`config.mk`:
```
export PLATFORM = sky130hd
export DESIGN_NAME = hwrs_seq
export DESIGN_NICKNAME = d
export VERILOG_FILES = /design/src/core/hwrs_pkg.sv /design/src/core/hwrs_delay_cnt.sv /design/src/core/hwrs_flag_unit.sv /design/src/core/hwrs_seq.sv
export SDC_FILE = /design/constraint.sdc
export NUM_CORES = 1
export LEC_CHECK = 0
export ABC_AREA = 1
export CAP_MARGIN = 20
export CELL_PAD_IN_SITES_DETAIL_PLACEMENT = 0
export CELL_PAD_IN_SITES_GLOBAL_PLACEMENT = 1
export CORE_UTILIZATION = 45
export DETAILED_ROUTE_END_ITERATION = 16
export DONT_BUFFER_PORTS = 1
export GPL_ROUTABILITY_DRIVEN = 0
export PLACE_DENSITY_LB_ADDON = 0.05
export RECOVER_POWER = 50
export SLEW_MARGIN = 5
export SYNTH_ARGS = -nofsm -noshare
export SYNTH_HDL_FRONTEND = slang
export SYNTH_SLANG_ARGS = --single-unit
```
`constraint.sdc`:
```
create_clock -name clock -period 4.15 [get_ports clock]
set_input_delay 0.415 -clock clock [delete_from_list [all_inputs] [get_ports clock]]
set_output_delay 0.415 -clock clock [all_outputs]
set_load 0.02 [all_outputs]
```
`src/core/hwrs_pkg.sv`:
```
package hwrs_pkg;
  // Register map, byte addresses
  localparam logic [7:0] ADDR_CTRL = 8'h00;
  localparam logic [7:0] ADDR_STAT = 8'h04;
  // Control word fields
  localparam int CTRL_SEL     = 0;
  localparam int CTRL_STOP    = 1;
  localparam int CTRL_MODE_LO = 2;
  localparam int CTRL_MODE_HI = 3;
  // Status word fields
  localparam int STAT_PD       = 3;
  localparam int STAT_TO       = 4;
  localparam int STAT_STATE_LO = 8;
  localparam int STAT_STATE_HI = 14;
  // Reset values
  localparam logic       CTRL_SEL_RST  = 1'b1;
  localparam logic       CTRL_STOP_RST = 1'b0;
  localparam logic       FLAG_RST      = 1'b1;
  // Power mode field encodings
  localparam logic [1:0] MODE_RUN  = 2'h0;
  localparam logic [1:0] MODE_HALT = 2'h1;
  localparam logic [1:0] MODE_STBY = 2'h2;
  // Timing: clock period and power-up choices in ns
  localparam longint CLK_NS     = 100;
  localparam longint PWRUP_NS_0 = 140000;
  localparam longint PWRUP_NS_1 = 4500000;
  localparam longint PWRUP_NS_2 = 18000000;
  localparam longint PWRUP_NS_3 = 72000000;
  localparam longint PWRUP_NS_4 = 288000000;
  localparam int     PWRUP_W    = 22;
  localparam logic [2:0] PWRUP_SEL_SHORT = 3'h0;
  // Oscillator cycle counts
  localparam int         OSC_W         = 10;
  localparam logic [9:0] WAKE_XTAL_CYC = 10'h200;
  localparam logic [9:0] WAKE_RC_CYC   = 10'h010;
  localparam logic [9:0] OST_SHORT_CYC = 10'h001;
  localparam logic [9:0] OST_LONG_CYC  = 10'h010;
  localparam logic [11:0] ISR_VECTOR   = 12'h008;
  // Sequencer states, one-hot
  typedef enum logic [6:0] {
    ST_RESET = 7'h01,
    ST_PWRUP = 7'h02,
    ST_OST   = 7'h04,
    ST_RUN   = 7'h08,
    ST_STBY  = 7'h10,
    ST_HALT  = 7'h20,
    ST_WAKE  = 7'h40
  } hwrs_state_t;
endpackage

```
`src/core/hwrs_delay_cnt.sv`:
```
`timescale 1ns/1ps
// Down counter; done is high once the loaded number of ticks has passed
module hwrs_delay_cnt #(
  parameter int W = 22
) (
  input  wire logic         clock,
  input  wire logic         nrst,
  input  wire logic         load,
  input  wire logic [W-1:0] load_val,
  input  wire logic         tick,
  output logic              done
);
  logic [W-1:0] cnt_r;

  // Load wins over counting so a restart never loses the new value
  always_ff @(posedge clock or negedge nrst) begin
    if (!nrst) begin
      cnt_r <= '0;
    end else if (load) begin
      cnt_r <= load_val;
    end else if (tick && cnt_r != '0) begin
      cnt_r <= cnt_r - W'(1);
    end
  end

  assign done = (cnt_r == '0);
endmodule

```
`src/core/hwrs_flag_unit.sv`:
```
`timescale 1ns/1ps
// Timeout and power-down status flags, active low in meaning
module hwrs_flag_unit
  import hwrs_pkg::*;
(
  input  wire logic clock,
  input  wire logic nrst,
  input  wire logic rst_take,
  input  wire logic from_halt,
  input  wire logic por_lvr,
  input  wire logic pin_rst,
  input  wire logic wdt_rst,
  input  wire logic sleep_enter,
  input  wire logic wdt_clear,
  output logic      timeout_flag,
  output logic      powerdown_flag
);
  logic to_nxt;
  logic pd_nxt;

  // Supply resets dominate, then the other reset causes, then instructions
  always_comb begin
    to_nxt = timeout_flag;
    pd_nxt = powerdown_flag;
    if (por_lvr) begin
      to_nxt = 1'b1;
      pd_nxt = 1'b1;
    end else if (rst_take && wdt_rst) begin
      to_nxt = 1'b0;
      pd_nxt = !from_halt;
    end else if (rst_take && pin_rst && from_halt) begin
      to_nxt = 1'b1;
      pd_nxt = 1'b1;
    end else if (sleep_enter) begin
      to_nxt = 1'b1;
      pd_nxt = 1'b0;
    end else if (wdt_clear) begin
      to_nxt = 1'b1;
      pd_nxt = 1'b1;
    end
  end

  always_ff @(posedge clock or negedge nrst) begin
    if (!nrst) begin
      timeout_flag   <= FLAG_RST;
      powerdown_flag <= FLAG_RST;
    end else begin
      timeout_flag   <= to_nxt;
      powerdown_flag <= pd_nxt;
    end
  end
endmodule

```
`src/core/hwrs_seq.sv`:
```
// Function
// Halt on sleep instruction or mode write 01b
// Halt entry clears power-down, sets timeout, restarts watchdog
// Halt stops core, peripherals, timers, both oscillators
// Halt wakes only on watchdog, port, external interrupt
// After halt resume normal or slow per select
// Stop bit and halt request in one write
// Software avoids mode switch together with halt
// Halt wake waits 512 crystal, else 16 cycles
// Standby wake has no stabilisation delay
// Interrupts enabled at entry: branch to 0x008
// Interrupts disabled at entry: continue next instruction
// Reset on power-on, low voltage, pin, watchdog
// Reset loads defined values, leaves others alone
// Supply and pin-from-halt resets set both flags
// Watchdog reset flags; watchdog-clear sets both flags
// Reset release starts power-up delay
// Three-bit setting picks one of five delays
// Start-up wait 1 or 16 oscillator cycles
// Reset ends in normal or slow per startup
// Standby on mode write 10b
// Wake counter counts oscillator cycles, holds execution
// Mode field returns to running on wake-up
`timescale 1ns/1ps
module hwrs_seq
  import hwrs_pkg::*;
#(
  parameter logic [PWRUP_W-1:0] PWRUP_CYC_0 = PWRUP_W'((PWRUP_NS_0 + CLK_NS - 1) / CLK_NS),
  parameter logic [PWRUP_W-1:0] PWRUP_CYC_1 = PWRUP_W'((PWRUP_NS_1 + CLK_NS - 1) / CLK_NS),
  parameter logic [PWRUP_W-1:0] PWRUP_CYC_2 = PWRUP_W'((PWRUP_NS_2 + CLK_NS - 1) / CLK_NS),
  parameter logic [PWRUP_W-1:0] PWRUP_CYC_3 = PWRUP_W'((PWRUP_NS_3 + CLK_NS - 1) / CLK_NS),
  parameter logic [PWRUP_W-1:0] PWRUP_CYC_4 = PWRUP_W'((PWRUP_NS_4 + CLK_NS - 1) / CLK_NS)
) (
  input  wire logic        clock,
  input  wire logic        nrst,
  // APB slave
  input  wire logic        psel,
  input  wire logic        penable,
  input  wire logic        pwrite,
  input  wire logic [7:0]  paddr,
  input  wire logic [31:0] pwdata,
  output logic [31:0]      prdata,
  output logic             pready,
  output logic             pslverr,
  // Core side
  input  wire logic        sleep_instr,
  input  wire logic        watchdog_clear_instruction,
  input  wire logic        global_irq_enable,
  // Reset events
  input  wire logic        por_event,
  input  wire logic        low_voltage_reset,
  input  wire logic        reset_pin_n,
  input  wire logic        wdt_timeout_reset,
  // Wake sources
  input  wire logic        wdt_timeout_irq,
  input  wire logic        port_change_irq,
  input  wire logic [1:0]  external_irq_inputs,
  input  wire logic        timer_irq,
  input  wire logic        low_voltage_detect,
  // Configuration and oscillator
  input  wire logic        any_crystal_mode,
  input  wire logic [2:0]  pwrup_sel,
  input  wire logic        startup_fast,
  input  wire logic        fosc_tick,
  // Sequencer outputs
  output logic             core_reset,
  output logic             cpu_run,
  output logic             periph_en,
  output logic             timer_allow,
  output logic             hosc_en,
  output logic             losc_en,
  output logic             normal_mode,
  output logic             wdt_restart,
  output logic             resume_isr,
  output logic             resume_next,
  output logic [11:0]      isr_addr,
  output logic             timeout_flag,
  output logic             powerdown_flag
);
  hwrs_state_t state_r;
  hwrs_state_t state_nxt;

  logic             sel_r;
  logic             stop_r;
  logic [1:0]       mode_r;
  logic             gie_at_entry_r;
  logic             pready_r;
  logic             pslverr_r;
  logic [31:0]      prdata_r;
  logic             core_reset_r;
  logic             cpu_run_r;
  logic             periph_en_r;
  logic             timer_allow_r;
  logic             hosc_en_r;
  logic             losc_en_r;
  logic             wdt_restart_r;
  logic             resume_isr_r;
  logic             resume_next_r;
  logic [11:0]      isr_addr_r;

  // Bus decode
  wire logic        apb_acc   = psel & penable;
  wire logic        apb_first = apb_acc & ~pready_r;
  wire logic        apb_done  = apb_acc & pready_r;
  wire logic        hit_ctrl  = (paddr == ADDR_CTRL);
  wire logic        hit_stat  = (paddr == ADDR_STAT);
  wire logic        wr_ctrl   = apb_done & pwrite & hit_ctrl;
  wire logic [31:0] ctrl_word = {28'h0000000, mode_r, stop_r, sel_r};
  wire logic [31:0] stat_word = {17'h00000, state_r, 3'h0, timeout_flag, powerdown_flag, 3'h0};
  wire logic [31:0] rd_mux    = hit_ctrl ? ctrl_word : (hit_stat ? stat_word : 32'h00000000);

  // Event decode
  wire logic rst_evt   = por_event | low_voltage_reset | ~reset_pin_n | wdt_timeout_reset;
  wire logic por_lvr   = por_event | low_voltage_reset;
  wire logic rst_take  = rst_evt & (state_r != ST_RESET);
  wire logic pwr_done;
  wire logic osc_done;
  wire logic in_halt   = (state_r == ST_HALT) | (state_r == ST_WAKE);
  wire logic halt_req  = sleep_instr | (mode_r == MODE_HALT);
  wire logic stby_req  = (mode_r == MODE_STBY);
  wire logic halt_wake = wdt_timeout_irq | port_change_irq | (|external_irq_inputs);
  wire logic stby_wake = halt_wake | timer_irq | low_voltage_detect;
  wire logic go_halt   = (state_r == ST_RUN) & halt_req & ~rst_evt;
  wire logic go_stby   = (state_r == ST_RUN) & ~halt_req & stby_req & ~rst_evt;
  wire logic resume    = (state_nxt == ST_RUN) & ((state_r == ST_STBY) | (state_r == ST_WAKE));

  // Delay selection; codes above the fifth choice take the longest delay
  wire logic [PWRUP_W-1:0] pwrup_val =
    (pwrup_sel == 3'h0) ? PWRUP_CYC_0 :
    (pwrup_sel == 3'h1) ? PWRUP_CYC_1 :
    (pwrup_sel == 3'h2) ? PWRUP_CYC_2 :
    (pwrup_sel == 3'h3) ? PWRUP_CYC_3 : PWRUP_CYC_4;
  wire logic [OSC_W-1:0] ost_val  = (pwrup_sel == PWRUP_SEL_SHORT) ? OST_SHORT_CYC : OST_LONG_CYC;
  wire logic [OSC_W-1:0] wake_val = any_crystal_mode ? WAKE_XTAL_CYC : WAKE_RC_CYC;
  wire logic pwr_load = (state_r == ST_RESET) & ~rst_evt;
  wire logic osc_load = ((state_r == ST_PWRUP) & pwr_done) | ((state_r == ST_HALT) & halt_wake);
  wire logic [OSC_W-1:0] osc_val = (state_r == ST_HALT) ? wake_val : ost_val;

  // Stop bit as it will stand after this edge
  wire logic stop_nxt = rst_evt ? CTRL_STOP_RST : (wr_ctrl ? pwdata[CTRL_STOP] : stop_r);

  // Wall-clock power-up delay, counted on the system clock
  hwrs_delay_cnt #(
    .W        (PWRUP_W)
  ) u_pwrup_cnt (
    .clock    (clock),
    .nrst     (nrst),
    .load     (pwr_load),
    .load_val (pwrup_val),
    .tick     (1'b1),
    .done     (pwr_done)
  );

  // Oscillator cycles; ticks only arrive once the oscillator runs again
  hwrs_delay_cnt #(
    .W        (OSC_W)
  ) u_osc_cnt (
    .clock    (clock),
    .nrst     (nrst),
    .load     (osc_load),
    .load_val (osc_val),
    .tick     (fosc_tick),
    .done     (osc_done)
  );

  // Status flags
  hwrs_flag_unit u_flags (
    .clock          (clock),
    .nrst           (nrst),
    .rst_take       (rst_take),
    .from_halt      (in_halt),
    .por_lvr        (por_lvr),
    .pin_rst        (~reset_pin_n),
    .wdt_rst        (wdt_timeout_reset),
    .sleep_enter    (go_halt),
    .wdt_clear      (watchdog_clear_instruction),
    .timeout_flag   (timeout_flag),
    .powerdown_flag (powerdown_flag)
  );

  // Next state; a reset event overrides every other transition
  always_comb begin
    state_nxt = state_r;
    unique case (state_r)
      ST_RESET: begin
        if (!rst_evt) state_nxt = ST_PWRUP;
      end
      ST_PWRUP: begin
        if (pwr_done) state_nxt = ST_OST;
      end
      ST_OST: begin
        if (osc_done) state_nxt = ST_RUN;
      end
      ST_RUN: begin
        if (halt_req) state_nxt = ST_HALT;
        else if (stby_req) state_nxt = ST_STBY;
      end
      ST_STBY: begin
        if (stby_wake) state_nxt = ST_RUN;
      end
      ST_HALT: begin
        if (halt_wake) state_nxt = ST_WAKE;
      end
      ST_WAKE: begin
        if (osc_done) state_nxt = ST_RUN;
      end
      default: state_nxt = ST_RESET;
    endcase
    if (rst_evt) state_nxt = ST_RESET;
  end

  always_ff @(posedge clock or negedge nrst) begin
    if (!nrst) begin
      state_r <= ST_RESET;
    end else begin
      state_r <= state_nxt;
    end
  end

  // Control word; reset event reloads defined values only
  always_ff @(posedge clock or negedge nrst) begin
    if (!nrst) begin
      sel_r  <= CTRL_SEL_RST;
      stop_r <= CTRL_STOP_RST;
    end else if (rst_evt) begin
      sel_r  <= startup_fast;
      stop_r <= CTRL_STOP_RST;
    end else if (wr_ctrl) begin
      sel_r  <= pwdata[CTRL_SEL];
      stop_r <= pwdata[CTRL_STOP];
    end
  end

  // Mode field: wake-up returns it to running, so a stale request never re-enters
  always_ff @(posedge clock or negedge nrst) begin
    if (!nrst) begin
      mode_r <= MODE_RUN;
    end else if (rst_evt || resume) begin
      mode_r <= MODE_RUN;
    end else if (go_halt) begin
      mode_r <= MODE_HALT;
    end else if (wr_ctrl) begin
      mode_r <= pwdata[CTRL_MODE_HI:CTRL_MODE_LO];
    end
  end

  // Interrupt enable seen at entry decides the resume path
  always_ff @(posedge clock or negedge nrst) begin
    if (!nrst) begin
      gie_at_entry_r <= 1'b0;
    end else if (go_halt || go_stby) begin
      gie_at_entry_r <= global_irq_enable;
    end
  end

  // APB answer: one wait state, so every answer comes from a flop
  always_ff @(posedge clock or negedge nrst) begin
    if (!nrst) begin
      pready_r  <= 1'b0;
      pslverr_r <= 1'b0;
      prdata_r  <= 32'h00000000;
    end else begin
      pready_r  <= apb_first;
      pslverr_r <= apb_first & ~hit_ctrl & ~hit_stat;
      prdata_r  <= (apb_first && !pwrite) ? rd_mux : 32'h00000000;
    end
  end

  // Power gating outputs; halt drops both oscillators regardless of the stop bit
  always_ff @(posedge clock or negedge nrst) begin
    if (!nrst) begin
      core_reset_r  <= 1'b1;
      cpu_run_r     <= 1'b0;
      periph_en_r   <= 1'b0;
      timer_allow_r <= 1'b0;
      hosc_en_r     <= 1'b1;
      losc_en_r     <= 1'b1;
    end else begin
      core_reset_r  <= (state_nxt == ST_RESET) | (state_nxt == ST_PWRUP) | (state_nxt == ST_OST);
      cpu_run_r     <= (state_nxt == ST_RUN);
      periph_en_r   <= (state_nxt == ST_RUN) | (state_nxt == ST_STBY);
      timer_allow_r <= (state_nxt == ST_RUN) | (state_nxt == ST_STBY);
      hosc_en_r     <= (state_nxt != ST_HALT) & ~(stop_nxt & (state_nxt != ST_WAKE));
      losc_en_r     <= (state_nxt != ST_HALT);
    end
  end

  // One-cycle strobes to the core and watchdog
  always_ff @(posedge clock or negedge nrst) begin
    if (!nrst) begin
      wdt_restart_r <= 1'b0;
      resume_isr_r  <= 1'b0;
      resume_next_r <= 1'b0;
      isr_addr_r    <= ISR_VECTOR;
    end else begin
      wdt_restart_r <= go_halt;
      resume_isr_r  <= resume & gie_at_entry_r;
      resume_next_r <= resume & ~gie_at_entry_r;
      isr_addr_r    <= ISR_VECTOR;
    end
  end

  // Output wiring
  assign prdata      = prdata_r;
  assign pready      = pready_r;
  assign pslverr     = pslverr_r;
  assign core_reset  = core_reset_r;
  assign cpu_run     = cpu_run_r;
  assign periph_en   = periph_en_r;
  assign timer_allow = timer_allow_r;
  assign hosc_en     = hosc_en_r;
  assign losc_en     = losc_en_r;
  assign normal_mode = sel_r;
  assign wdt_restart = wdt_restart_r;
  assign resume_isr  = resume_isr_r;
  assign resume_next = resume_next_r;
  assign isr_addr    = isr_addr_r;
endmodule

```
# Word-level counts from Yosys, hierarchy flattened
# Cells that the tools add are included.
dict set report op_classes {
  addsub 2
  n_eq_ne 21
  n_mux 38
  bitwise 43
  n_reduce_logical 22
}
# cell count
set op_table {}
lappend op_table {{$mux 22} 6}
lappend op_table {{$mux 7} 7}
lappend op_table {{$mux 15} 3}
lappend op_table {{$pmux 7 s6} 1}
lappend op_table {{$mux 10} 4}
lappend op_table {{$logic_not 22->1} 1}
lappend op_table {{$reduce_bool 22->1} 1}
lappend op_table {{$sub 22x1->22 const B} 1}
lappend op_table {{$and 1x1->1} 21}
lappend op_table {{$eq 7x1->1 const B} 2}
lappend op_table {{$eq 7x2->1 const B} 2}
lappend op_table {{$eq 7x3->1 const B} 2}
lappend op_table {{$eq 7x4->1 const B} 2}
lappend op_table {{$eq 7x5->1 const B} 2}
lappend op_table {{$or 1x1->1} 14}
lappend op_table {{$mux 1} 13}
lappend op_table {{$logic_not 10->1} 1}
lappend op_table {{$reduce_bool 10->1} 1}
lappend op_table {{$sub 10x1->10 const B} 1}
lappend op_table {{$eq 8x3->1 const B} 1}
lappend op_table {{$logic_not 8->1} 1}
lappend op_table {{$not 1->1} 8}
lappend op_table {{$eq 7x6->1 const B} 1}
lappend op_table {{$eq 7x7->1 const B} 1}
lappend op_table {{17 further kinds} 29}
dict set report totals {
  register_bits 71
  in_bits 64
  output_inout_bits 58
  wordCells 146
}

# Logic depth before layout (Yosys ltp)
dict set report depth {
  ltp_word 11
  depth_mapped 11
}

# Cells and area by module
# A second synthesis with hierarchy kept.
dict set report unflattened {
  hier_cells 652
  hier_area_um2 4600.7
}
# module instances cells_per_inst area_per_inst_um2
set modules_own_cells {}
lappend modules_own_cells {hwrs_seq 1 261 2025.7}
lappend modules_own_cells {{hwrs_delay_cnt at u_pwrup_cnt} 1 254 1686.6}
lappend modules_own_cells {{hwrs_delay_cnt at u_osc_cnt} 1 118 758.2}
lappend modules_own_cells {hwrs_flag_unit 1 19 130.1}

# Least setup slack after synthesis
# No wires, ideal clock.
dict set report synth_timing {
  path_kind {register to register}
  from {reg u_pwrup_cnt.cnt_r[0]}
  to {reg u_pwrup_cnt.cnt_r[10]}
  arrival_time_ps 1458
  required_ps 4019
  slack_ps 2561
  path_stages_with_launch 10
  path_buffers 0
  synth_period_minus_slack_ps 1589
  path_cell_list {dfrtp_1 inv_1 ha_1 nand2_4 nor2_4 nand3_1 nor2_1 nand2_1 nand2_1 a22oi_1}
}
dict set report synth_via {
  elab_chain_cells 3
  elab_cells_between_ends 5
  cone_classes {1 x add/sub; 2 x mux; 2 x reduce/logical}
}
# element line_no
set synth_rtl {}
lappend synth_rtl {{from (decl)} hwrs_delay_cnt.sv:13} ;# logic [W-1:0] cnt_r;
lappend synth_rtl {{from (signal assigned)} hwrs_delay_cnt.sv:20} ;# cnt_r <= load_val;
lappend synth_rtl {{from (signal assigned)} hwrs_delay_cnt.sv:22} ;# cnt_r <= cnt_r - W'(1);
lappend synth_rtl {{$sub 22x1->22} hwrs_delay_cnt.sv:22}
lappend synth_rtl {{$mux 22} hwrs_delay_cnt.sv:21} ;# end else if (tick && cnt_r != '0) begin
lappend synth_rtl {{$mux 22} hwrs_delay_cnt.sv:19} ;# end else if (load) begin
# Parallel ways exist; a longest one is shown, timed or not. The select of a mux whose other input is x is not followed.
# A chain may end at the register's enable or synchronous reset.

# Worst setup path after layout
dict set report layout_timing {
  from {reg state_r[5]}
  to {reg u_pwrup_cnt.cnt_r[14]}
}
dict set report layout_via {
  elab_chain_cells 3
  elab_cells_between_ends 4
  cone_classes {1 x eq/ne; 1 x mux; 1 x bitwise; 1 x reduce/logical}
}
# element line_no
set layout_rtl {}
lappend layout_rtl {{from (decl)} hwrs_seq.sv:80} ;# hwrs_state_t state_r;
lappend layout_rtl {{from (signal assigned)} hwrs_seq.sv:216} ;# state_r <= state_nxt;
lappend layout_rtl {{$eq 7x1->1 (*)} hwrs_seq.sv:135} ;# wire logic pwr_load = (state_r == ST_RESET) & ~rst_evt;
lappend layout_rtl {{$and 1x1->1 (*)} hwrs_seq.sv:135}
lappend layout_rtl {{$mux 22 / $reduce_bool 2->1 (equally long branches)} n/a}
# Every way passes the cells marked *; elsewhere a longest branch is shown, timed or not.

==> flow_metrics.env <==
export IMPL_status="finished, violations left"
export IMPL_violations="DRC, capacitance limit, slew limit"
export IMPL_nets=610
export IMPL_combPwrFrac_pct=27.1
export IMPL_relSlewSlack_pct=-13.52
export IMPL_leakagePower_uw=0.002193
export IMPL_grt_start_max_net_pins=69
export IMPL_min_path_type="in -> reg"
export IMPL_drc=5
export IMPL_synth_edf_count=0
export IMPL_synth_xor_area_share_pct=4.629
export IMPL_rows=34
export IMPL_holdWs_ps=158.1
export IMPL_p_per_area_nw_per_um2=467.6
export IMPL_synthFlopType="dfrtp_1"
export IMPL_placed_area_sq_um=4125
export IMPL_finalPower_uw=2035
export IMPL_clkPwrFrac_pct=28.4
export IMPL_diodes=0
export IMPL_wl_per_cell_um=13.36
export IMPL_max_slew_worst_pin_slew_ps=1703
export IMPL_clkTransAtPathRegs_ps=80
export IMPL_cts_resized_gates=0
export IMPL_drv_slew=69
export IMPL_fp_dieW_um=98.18
export IMPL_synthCells=537
export IMPL_cts_htree_levels=3
export IMPL_fin_skew_ps=10.05
export IMPL_yosysUniqueCellTypes=43
export IMPL_ys_seq_area_share_pct=41.09
export IMPL_grt_usage_pct=19.95
export IMPL_p_switching_uw=727.2
export IMPL_worstPathMaxFanout=20
export IMPL_critPathTopFamily="simple AND/OR/NAND/NOR gates"
export IMPL_initialDrtViolationCount=115
export IMPL_hold_violations=0
export IMPL_path_common_cell="nor2_4"
export IMPL_vias=3203
export IMPL_via_per_inst=4.883
export IMPL_die_y_um=98.18
export IMPL_root_buffer="clkbuf_8"
export IMPL_synth_fa_ha_area_share_pct=0.9017
export IMPL_endpoint_kind="flop"
export IMPL_dieArea_sq_um=9639
export IMPL_insertion_delay_ps=340
export IMPL_stdcell_area_sq_um=4352
export IMPL_area_delta_synth_final_pct=4.539
export IMPL_mostFrequentLayoutCells="nand2_1, nor2_1, inv_1"
export IMPL_initial_utilization_pct=47.04
export IMPL_post_cts_setup_buffers=0
export IMPL_synth_compound_area_share_pct=6.583
export IMPL_layout_drive_gt1_share_pct=13.69
export IMPL_ios=122
export IMPL_ant_nets=0
export IMPL_clock_path_buffers=2
export IMPL_period_needed_ps=2140
export IMPL_synth_top_family_by_area="simple AND/OR/NAND/NOR gates"
export IMPL_first_pass_iters=13
export IMPL_synth_simple_area_share_pct=33.36
export IMPL_ys_seq_elements=68
export IMPL_filler_cell_count=908
export IMPL_arrival_ps=2340
export IMPL_crit_type="reg -> reg"
export IMPL_crit_slowest_cell="dfrtp_1"
export IMPL_mostFrequentLayoutCell="nand2_1"
export IMPL_dp_hpwl_um=6575
export IMPL_grt_first_pass_wirelength_um=15240
export IMPL_min_period_over_period_pct=51.57
export IMPL_intPower_uw=1307
export IMPL_tns_ps=0
export IMPL_worstPathCellList="inv_1 -> nand3_4 -> nor2_4 -> nand2_2 -> inv_2 -> nor2_4 -> nor2_2 -> a21oi_1"
export IMPL_synth_warnings=0
export IMPL_setup_viol=0
export IMPL_max_freq_mhz=467.3
export IMPL_clock_sinks=68
export IMPL_path_buf_inv=2
export IMPL_cpPeakStageDelay_ps=390
export IMPL_globalRoute_totalOverflow=0
export IMPL_io_buffers=0
export IMPL_cp_start_kind="flop"
export IMPL_cts_tree="done"
export IMPL_core_area_sq_um=8848
export IMPL_seq_power_share_pct=44.5
export IMPL_async_reset_ff_share_pct=100.0
export IMPL_drt_total_wl_um=8761
export IMPL_cap_violations=1
export IMPL_grt_pass1_vias=3120
export IMPL_utilization_pct=49.18
export IMPL_synthMuxAreaShare_pct=0
export IMPL_antenna_found_initial=0
export IMPL_switching_share_pct=35.74
export IMPL_rsz0062_at_grt="no"
export IMPL_ir_drop_uv=197.7
export IMPL_cts_inserted_buffers=9
export IMPL_worstPathRequired_ps=4350
export IMPL_synth_cell_area_sq_um=4163
export IMPL_syn_area_per_cell_sq_um=7.752
cell families after synthesis:
| kind of cell | Yosys count |
|---|---|
| xor+xnor | 22 |
| compound gates | 49 |
| other cells | 2 |
| flops | 68 |
| fa+ha+maj | 3 |
| simple gates | 286 |
| buf+inv | 107 |
routing by layer:
layer  global-route usage [%]  wire, um  vias up
met1                    28.41      4294     1483
met5                        0         0        -
met3                    2.863       350       11
li1                         -         -     1633
met4                    6.200        99        0
met2                    31.42      4017       76
layout make-up:
type	count	area, sq um	share of cell area (%)
Clock buffer	11	151.4	3.479
Clock inverter	5	60.06	1.380
Inverter	70	266.5	6.124
Multi-Input combinational cell	392	2013	46.26
Sequential cell	68	1710	39.30
Tap cell	108	135.1	3.105
Timing Repair Buffer	2	15.01	0.3450
power by group through the flow:
| stage | Sequential [uW] | Combinational, uW | Clock [uW] |
|---|---|---|---|
| after floorplan | 890 | 491 | 0 |
| final | 906 | 552 | 577 |
| after global placement | 918 | 531 | 0 |
| after global routing | 925 | 649 | 619 |
| after CTS | 907 | 559 | 592 |
| after detailed placement | 918 | 539 | 0 |
timing repair:
item | CTS | global route
endpoints found under the hold margin | 68 | 0
endpoints found under the setup margin | 0 | 0
hold buffers | 2 | 0
sequential cells by signal, indices dropped and copies added (netlist names), 2 cells and up:
| register | count |
|---|---|
| state_r | 7 |
| u_pwrup_cnt.cnt_r | 22 |
| u_osc_cnt.cnt_r | 10 |
| mode_r | 2 |
| prdata | 12 |
Yosys cell counts (2+ instances only):
cell,number,area share (%)
xor2_1,13,2.7
o21ai_1,4,0.48
o211ai_1,2,0.36
nand3_2,4,0.96
dfrtp_1,61,37
xnor2_1,9,1.9
o21ai_0,16,1.9
ha_1,3,0.90
inv_2,6,0.54
nand2_1,110,9.9
nand2_2,9,1.4
nor2_4,8,2.2
nand2_4,4,1.1
nand4_1,5,0.75
buf_6,3,0.81
nor2_2,12,1.8
inv_1,62,5.6
a21oi_1,19,2.3
nor3b_1,2,0.36
nor2_1,82,7.4
dfstp_2,7,4.4
nand3_1,28,3.4
nor3_1,14,1.7
conb_1,2,0.18
o21bai_1,2,0.36
buf_4,33,6.0
worst paths after layout:
check	startpoint	endpoint	slack [ps]	cells after the start
max reg2reg	state_r[5]	u_pwrup_cnt.cnt_r[14]	2010	8
max	state_r[5]	u_pwrup_cnt.cnt_r[14]	2010	8
min reg2reg	gie_at_entry_r	resume_next	430	1
min in group asynchronous	nrst	prdata[0]	1100	2
min	startup_fast	normal_mode	160	2
max in group asynchronous	nrst	u_pwrup_cnt.cnt_r[4]	2040	2
per-stage QoR:
| step | std cells | worst slack (ps) |
|---|---|---|
| after floorplan | 567 | 2561 |
| after global placement | 638 | 1913 |
| after detailed placement | 638 | 1897 |
| after CTS | 656 | 1986 |
| after global routing | 656 | 1604 |
| final | 656 | 2010 |
No activity file was read; power rests on OpenSTA's default activity.
